## src/logic/nv_access_defines.vh

```
// register offsets, field positions, reset values and timing counts of the eeprom access block
`ifndef NV_ACCESS_DEFINES_VH
`define NV_ACCESS_DEFINES_VH
`define OFS_ADDR_LOW 12'h000
`define OFS_ADDR_HIGH 12'h004
`define OFS_DATA 12'h008
`define OFS_CONTROL 12'h00c
`define OFS_IRQ_STATUS 12'h010
`define OFS_IRQ_MASK 12'h014
`define OFS_POWER 12'h018
`define BIT_READ_STROBE 0
`define BIT_WRITE_STROBE 1
`define BIT_MASTER_ARM 2
`define BIT_READY_IRQ_EN 3
`define BIT_IRQ_WRITE_DONE 0
`define BIT_IRQ_READ_DONE 1
`define BIT_POWER_DOWN_REQ 0
`define BIT_GLOBAL_IRQ_EN 1
`define BIT_OSC_RUNNING 2
`define RST_CONTROL 8'h00
`define RST_MASK 2'h0
`define RST_READY_IRQ_EN 1'b0
`define ARM_CYCLES 3'h4
`define WRITE_OSC_CYCLES 8448
`define OSC_FREQ_HZ 1000000
`define CLK_FREQ_HZ 125000000
`define OSC_DIV (`CLK_FREQ_HZ / `OSC_FREQ_HZ)
`endif

```

## src/logic/nv_access.v

```verilog
// eeprom access control: apb registers, arm window, write timer and array port
//
// Design decisions made here: the APB slave port and the address map.
`timescale 1ns/1ns
`default_nettype none
`include "nv_access_defines.vh"
// How it works
// - setting write_strobe while master_write_arm is active starts programming the addressed byte.
// - writing one to read_strobe fetches the addressed byte into the data register.
// - the fetched byte is in the data register before the next bus access can complete.
// - a write in progress keeps running to completion when power-down is requested.
// - after such a write the timing oscillator stays running, so full power-down is not reached.
// - a reset during a write does not abort it; the timer carries on to completion.
// - master_write_arm clears itself four cycles after it is set; a write strobe without it does nothing.
// - write_strobe clears when the write time of 8448 oscillator cycles has run out.
// - with ready_irq_enable and global enable set, the ready request is high while write_strobe is zero.
// - during a write, read strobes are ignored and only a reset can change the address register.
module nv_access #(
   parameter integer WRITE_OSC_CYCLES = `WRITE_OSC_CYCLES,
   parameter integer OSC_DIV = `OSC_DIV
) (
   input wire clk_in,
   input wire srst_in,
   input wire psel_in,
   input wire penable_in,
   input wire pwrite_in,
   input wire [11:0] paddr_in,
   input wire [31:0] pwdata_in,
   input wire [3:0] pstrb_in,
   output reg [31:0] prdata_out,
   output reg pready_out,
   output reg pslverr_out,
   output reg irq_out,
   output reg ready_irq_out,
   output reg power_down_out,
   output reg [8:0] array_addr_out,
   output reg [7:0] array_wdata_out,
   output reg array_write_out,
   output reg array_read_out,
   input wire [7:0] array_rdata_in
);
   localparam S_IDLE = 3'b001;
   localparam S_READ = 3'b010;
   localparam S_ANSWER = 3'b100;

   reg [2:0] state_r;
   reg [8:0] addr_r;
   reg [7:0] data_r;
   reg ready_irq_en_r;
   reg arm_r;
   reg [2:0] arm_cnt_r;
   reg busy_r;
   reg [13:0] osc_cnt_r;
   reg [7:0] div_r;
   reg done_tgl_r;
   reg done_s1_r;
   reg done_s2_r;
   reg done_s3_r;
   reg [1:0] status_r;
   reg [1:0] mask_r;
   reg pd_req_r;
   reg gie_r;
   reg osc_run_r;
   reg [31:0] rd_nxt;
   reg [1:0] status_nxt;
   wire access;
   wire wr;
   wire rd;
   wire osc_tick;
   wire done_evt;
   wire ctrl_wr;

   function sel;
      input [11:0] a;
      input [11:0] ofs;
      begin
         sel = (a == ofs);
      end
   endfunction

   function mapped;
      input [11:0] a;
      begin
         case (a)
            `OFS_ADDR_LOW, `OFS_ADDR_HIGH, `OFS_DATA, `OFS_CONTROL: begin
               mapped = 1'b1;
            end
            `OFS_IRQ_STATUS, `OFS_IRQ_MASK, `OFS_POWER: begin
               mapped = 1'b1;
            end
            default: begin
               mapped = 1'b0;
            end
         endcase
      end
   endfunction

   // held off while pready stands, so a request still held is not taken twice
   assign access = psel_in & penable_in & ~pready_out & (state_r == S_IDLE);
   assign wr = access & pwrite_in;
   assign rd = access & ~pwrite_in;
   assign ctrl_wr = wr & sel(paddr_in, `OFS_CONTROL) & pstrb_in[0];
   assign osc_tick = (div_r == 8'h00);
   // only the last two stages feed logic; the first is read by the second only
   assign done_evt = done_s2_r ^ done_s3_r;

   // oscillator emulated as an enable divider; kept running after a write
   always @(posedge clk_in) begin
      // an unknown count after power-up falls into the reset branch
      if (~srst_in | (osc_cnt_r != 14'h0000)) begin
         if (osc_tick) begin
            div_r <= OSC_DIV[7:0] - 8'h01;
         end else begin
            div_r <= div_r - 8'h01;
         end
      end else begin
         div_r <= 8'h00;
      end
   end

   // write timer: reset acts only once the count is zero, so a reset mid-write lets the write finish
   always @(posedge clk_in) begin
      if (~srst_in | (osc_cnt_r != 14'h0000)) begin
         if (ctrl_wr & pwdata_in[`BIT_WRITE_STROBE] & arm_r & ~busy_r) begin
            osc_cnt_r <= WRITE_OSC_CYCLES[13:0];
            osc_run_r <= 1'b1;
         end else if (osc_tick & (osc_cnt_r != 14'h0000)) begin
            osc_cnt_r <= osc_cnt_r - 14'h0001;
            if (osc_cnt_r == 14'h0001) begin
               done_tgl_r <= ~done_tgl_r;
            end
         end
      end else begin
         osc_cnt_r <= 14'h0000;
         done_tgl_r <= 1'b0;
         osc_run_r <= 1'b0;
      end
   end

   always @(posedge clk_in) begin
      done_s1_r <= done_tgl_r;
      done_s2_r <= done_s1_r;
      done_s3_r <= done_s2_r;
   end

   always @* begin
      rd_nxt = 32'h0000_0000;
      if (sel(paddr_in, `OFS_ADDR_LOW)) begin
         rd_nxt[7:0] = addr_r[7:0];
      end else if (sel(paddr_in, `OFS_ADDR_HIGH)) begin
         rd_nxt[0] = addr_r[8];
      end else if (sel(paddr_in, `OFS_DATA)) begin
         rd_nxt[7:0] = data_r;
      end else if (sel(paddr_in, `OFS_CONTROL)) begin
         rd_nxt[`BIT_READY_IRQ_EN] = ready_irq_en_r;
         rd_nxt[`BIT_MASTER_ARM] = arm_r;
         rd_nxt[`BIT_WRITE_STROBE] = busy_r;
      end else if (sel(paddr_in, `OFS_IRQ_STATUS)) begin
         rd_nxt[1:0] = status_r;
      end else if (sel(paddr_in, `OFS_IRQ_MASK)) begin
         rd_nxt[1:0] = mask_r;
      end else if (sel(paddr_in, `OFS_POWER)) begin
         rd_nxt[`BIT_POWER_DOWN_REQ] = pd_req_r;
         rd_nxt[`BIT_GLOBAL_IRQ_EN] = gie_r;
         rd_nxt[`BIT_OSC_RUNNING] = osc_run_r;
      end
   end

   always @* begin
      status_nxt = status_r;
      if (rd & sel(paddr_in, `OFS_IRQ_STATUS)) begin
         status_nxt = 2'h0;
      end
      // set after clear so a simultaneous event survives
      if (done_evt) begin
         status_nxt[`BIT_IRQ_WRITE_DONE] = 1'b1;
      end
      if (state_r == S_ANSWER) begin
         status_nxt[`BIT_IRQ_READ_DONE] = 1'b1;
      end
   end

   always @(posedge clk_in) begin
      if (srst_in) begin
         state_r <= S_IDLE;
         ready_irq_en_r <= `RST_READY_IRQ_EN;
         arm_r <= 1'b0;
         arm_cnt_r <= 3'h0;
         status_r <= `RST_MASK;
         mask_r <= `RST_MASK;
         pd_req_r <= 1'b0;
         gie_r <= 1'b0;
         prdata_out <= 32'h0000_0000;
         pready_out <= 1'b0;
         pslverr_out <= 1'b0;
         irq_out <= 1'b0;
         ready_irq_out <= 1'b0;
         power_down_out <= 1'b0;
         array_write_out <= 1'b0;
         array_read_out <= 1'b0;
         array_addr_out <= 9'h000;
         array_wdata_out <= 8'h00;
         addr_r <= 9'h000;
         data_r <= 8'h00;
      end else begin
         status_r <= status_nxt;
         pready_out <= 1'b0;
         pslverr_out <= 1'b0;
         array_write_out <= 1'b0;
         array_read_out <= 1'b0;
         if (arm_r) begin
            arm_cnt_r <= arm_cnt_r - 3'h1;
            if (arm_cnt_r == 3'h1) begin
               arm_r <= 1'b0;
            end
         end
         case (state_r)
            S_IDLE: begin
               if (access) begin
                  pready_out <= 1'b1;
                  prdata_out <= rd_nxt;
                  pslverr_out <= ~mapped(paddr_in);
               end
               if (wr & pstrb_in[0]) begin
                  if (sel(paddr_in, `OFS_ADDR_LOW) & ~busy_r) begin
                     addr_r[7:0] <= pwdata_in[7:0];
                  end
                  if (sel(paddr_in, `OFS_ADDR_HIGH) & ~busy_r) begin
                     addr_r[8] <= pwdata_in[0];
                  end
                  if (sel(paddr_in, `OFS_DATA)) begin
                     data_r <= pwdata_in[7:0];
                  end
                  if (sel(paddr_in, `OFS_IRQ_MASK)) begin
                     mask_r <= pwdata_in[1:0];
                  end
                  if (sel(paddr_in, `OFS_POWER)) begin
                     pd_req_r <= pwdata_in[`BIT_POWER_DOWN_REQ];
                     gie_r <= pwdata_in[`BIT_GLOBAL_IRQ_EN];
                  end
               end
               if (ctrl_wr) begin
                  ready_irq_en_r <= pwdata_in[`BIT_READY_IRQ_EN];
                  if (pwdata_in[`BIT_MASTER_ARM] & ~pwdata_in[`BIT_WRITE_STROBE]) begin
                     arm_r <= 1'b1;
                     arm_cnt_r <= `ARM_CYCLES;
                  end
                  if (pwdata_in[`BIT_WRITE_STROBE] & arm_r & ~busy_r) begin
                     array_write_out <= 1'b1;
                     array_addr_out <= addr_r;
                     array_wdata_out <= data_r;
                     arm_r <= 1'b0;
                  end else if (pwdata_in[`BIT_READ_STROBE] & ~busy_r) begin
                     // pready held back until the byte is in, so the next read sees it
                     pready_out <= 1'b0;
                     array_read_out <= 1'b1;
                     array_addr_out <= addr_r;
                     state_r <= S_READ;
                  end
               end
            end
            S_READ: begin
               state_r <= S_ANSWER;
            end
            S_ANSWER: begin
               data_r <= array_rdata_in;
               pready_out <= 1'b1;
               prdata_out <= 32'h0000_0000;
               state_r <= S_IDLE;
            end
            default: begin
               state_r <= S_IDLE;
            end
         endcase
         irq_out <= |(status_nxt & mask_r);
         ready_irq_out <= ready_irq_en_r & gie_r & ~busy_r;
         // power-down waits for the write; afterwards the oscillator keeps it partial
         power_down_out <= pd_req_r & ~busy_r & ~osc_run_r;
      end
   end

   // busy follows the synchronised completion, never the raw timer; reset drops it only while osc_run_r is low
   always @(posedge clk_in) begin
      if (ctrl_wr & pwdata_in[`BIT_WRITE_STROBE] & arm_r & ~busy_r & (state_r == S_IDLE)) begin
         busy_r <= 1'b1;
      end else if (done_evt) begin
         busy_r <= 1'b0;
      end else if (srst_in & ~osc_run_r) begin
         busy_r <= 1'b0;
      end
   end
endmodule
`default_nettype wire

```

## config.mk

```make
export PLATFORM = sky130hd
export DESIGN_NAME = nv_access
export DESIGN_NICKNAME = d
export VERILOG_FILES = /design/src/logic/nv_access.v
export VERILOG_INCLUDE_DIRS = /design/src /design/src/logic
export SDC_FILE = /design/constraint.sdc
export NUM_CORES = 1
export LEC_CHECK = 0
export ABC_AREA = 1
export BUFFER_PORTS_ARGS = -buffer_cell sky130_fd_sc_hd__buf_2
export CORE_ASPECT_RATIO = 0.7
export CORE_UTILIZATION = 45
export DETAILED_ROUTE_END_ITERATION = 10
export PLACE_DENSITY_LB_ADDON = 0.1
export REMOVE_ABC_BUFFERS = 1
export SYNTH_ARGS = -nofsm -noshare
export SYNTH_HDL_FRONTEND = slang
export SYNTH_SLANG_ARGS = --single-unit
```

## constraint.sdc

```tcl
create_clock -name clk_in -period 2.7 [get_ports clk_in]
set_clock_uncertainty 0.05 [all_clocks]
set_input_delay 0.405 -clock clk_in [delete_from_list [all_inputs] [get_ports clk_in]]
set_output_delay 0.405 -clock clk_in [all_outputs]
set_load 0.05 [all_outputs]
```

==> flow_metrics.tcl <==
set metrics [dict create \
    utilization 0.540 \
    hp-class "register to register" \
    wl_per_cell_um 12.3 \
    setup_viol 0 \
    synthFlopType "dfxtp_1" \
    power_frac_seq 0.477 \
    drive_gt1_frac 0.165 \
    avgSynthCellArea_sq_um 7.12 \
    crit_path_end_kind "register" \
    synth_edf_count 0 \
    crit_type "register to register" \
    drt_iter0_markers 242 \
    dieArea_sq_um 10100 \
    grt_overflow 0 \
    ant_nets 0 \
    fin_crit_ns 1.85 \
    p_leak_uw 0.00242 \
    rsz0062_at_grt "no" \
    p_sw_uw 935 \
    required_ns 2.85 \
    hold_violations 0 \
    synth_cell_types 39 \
    cts.htree.levels 3 \
    internal_power_uw 2240 \
    cts-root-buf "clkbuf_16" \
    tns_ns 0 \
    max_slew_margin 0.535 \
    clk_latency_ns 0.34 \
    powerDensity_nw_per_um2 636 \
    cts_buffer_depth 2 \
    io_pins 117 \
    cap_violations 0 \
    grtUsageTotal 0.207 \
    clock.fmax_ghz 0.542 \
    dpl.hpwl_um 7510 \
    slew_violations 0 \
    synthCells 615 \
    synth-seq-cells 91 \
    clockPowerShare 0.368 \
    drt_pre_antenna_iters 5 \
    initial_core_util 0.473 \
    pwr-share-comb 0.155 \
    die_w_um 120 \
    syn2layout_area_growth_pct 14.0 \
    status "finished clean" \
    rows 29 \
    fin_crit_sh 0.684 \
    synth_area_sq_um 4380 \
    postCtsResizedCells 0 \
    cts_setup_buffers 0 \
    pre_cts_ws_ns 0.593 \
    seqCellArea_sq_um 1820 \
    vdd_drop_max_mv 0.282 \
    grt_pass1_vias 3501 \
    cts_hold_buf 0 \
    finalNetCount 748 \
    antenna_found_initial 0 \
    cts_sinks 91 \
    tritoncts "yes" \
    cts.clk_slew.worst_paths_ns 0.06 \
    critPathMaxFanout 18 \
    portBuffers 65 \
    worstSetupStartpointType "register" \
    synth-seq-area-share 0.416 \
    antenna_cells 0 \
    viasPerCell 4.91 \
    cts_buffers 9 \
    finalWorstSetupSlack_ns 0.854 \
    core_region_area_sq_um 9250 \
    synth_warnings 0 \
    die_h_um 84.5 \
    multiInputGateArea_sq_um 2110 \
    p_sw_frac 0.295 \
    wl_um 9930 \
    routabilityCongestion 0.835 \
    grt_max_degree 45 \
    worstMarginPinSlew_ns 0.698 \
    finalPower_uw 3180 \
    drc_errors 0 \
    grt_pass1_wl_um 16600 \
    cp.arrival_ns 2.00 \
    fillers 923 \
    routed-via-count 3969 \
    async_flop_share 0 \
]
==> flip-flops by register name, summed over array words and instances (netlist names), 3 cells and up <==
| name | count |
|---|---|
| array_wdata_out | 8 |
| state_r | 3 |
| osc_cnt_r | 14 |
| array_addr_out | 9 |
| div_r | 8 |
| addr_r | 9 |
| data_r | 8 |
| prdata_out | 8 |
| arm_cnt_r | 3 |
==> final timing paths <==
kind                           startpoint                        endpoint  slack [ns]  cells past startpoint
hold / removal          done_s1_r$_DFF_P_               done_s2_r$_DFF_P_        0.28                      0
setup / recovery  state_r[0]$_SDFFE_PP1P_  array_addr_out[3]$_SDFFE_PP0P_        0.85                      9
setup reg to reg  state_r[0]$_SDFFE_PP1P_  array_addr_out[3]$_SDFFE_PP0P_        0.85                      9
hold reg to reg         done_s1_r$_DFF_P_               done_s2_r$_DFF_P_        0.28                      0
==> critical path: stages, from the launching register on <==
cell and delay [ns]:
dfxtp_1 0.37, nand2_1 0.10, nor2_2 0.12, nand2_2 0.13
nor2_4 0.19, nand2_1 0.12, inv_2 0.11, o21ai_2 0.20
o21ai_0 0.26, a21oi_1 0.06
==> cell families after synthesis <==
kind of cell / Yosys count / synth area share
flip-flops: 91 / 0.416
adder cells (fa/ha/maj): 7 / 0.0200
buffers and inverters: 112 / 0.122
AND/OR/NAND/NOR: 301 / 0.309
XOR/XNOR: 5 / 0.0100
other: 1 / 0.000856
AO/OA/AOI/OAI: 98 / 0.122
==> cells in the mapped netlist, types with 5 or more instances <==
cell type,number,area [sq um]
a21oi_1,33,165
buf_4,24,180
clkbuf_1,7,26.3
dfxtp_1,91,1820
ha_1,7,87.6
inv_1,69,259
inv_2,5,18.8
nand2_1,137,514
nand3_1,36,180
nand4_1,10,62.6
nor2_1,78,293
nor2_2,7,43.8
nor3_1,9,45.0
o21ai_0,50,250
xor2_1,5,43.8
==> metrics by stage <==
stage	std cells	hold slack (ns)	area, sq um
after floorplan	602	0.260	4220
after global placement	793	0.262	4710
after detailed placement	793	0.262	4710
after CTS	809	0.277	4990
after global routing	809	0.280	4990
final	809	0.278	4990
==> layout by cell type (no fill, tap or decap), types with 4 or more instances in the layout <==
cell | netlist | layout
nor2_2 | 7 | 7
inv_2 | 5 | 5
buf_2 | 3 | 65
nand2_1 | 137 | 137
ha_1 | 7 | 7
clkbuf_16 | 0 | 9
nand4_1 | 10 | 10
nor2_1 | 78 | 78
a22o_1 | 4 | 4
inv_1 | 69 | 69
o21ai_0 | 50 | 50
nor3_1 | 9 | 9
a21oi_1 | 33 | 33
dfxtp_1 | 91 | 91
conb_1 | 1 | 24
xor2_1 | 5 | 5
nand3_1 | 36 | 36
==> layer usage <==
layer | global-route usage | up-vias | wire (um)
met3 | 0.0496 | 9 | 743
met4 | 0.0545 | 0 | 82
met5 | 0 | - | 0
li1 | - | 2048 | -
met1 | 0.304 | 1780 | 5070
met2 | 0.299 | 132 | 4030
==> cell type report <==
class                      instances  area share
multi-input combinational        435       0.423
timing repair buffer              67      0.0682
sequential                        91       0.365
clock inverter                     6      0.0100
inverter                          76      0.0574
tap                              124      0.0311
clock buffer                      10      0.0459
==> power by group through the flow <==
stage / sequential (uW) / clock (uW) / combinational (uW)
after CTS: 1510 / 1200 / 495
after global routing: 1530 / 1260 / 578
final: 1520 / 1170 / 491
after global placement: 1540 / 0 / 480
after detailed placement: 1540 / 0 / 494
after floorplan: 1530 / 0 / 388
Note: power is estimated with default switching activity, not from simulation.
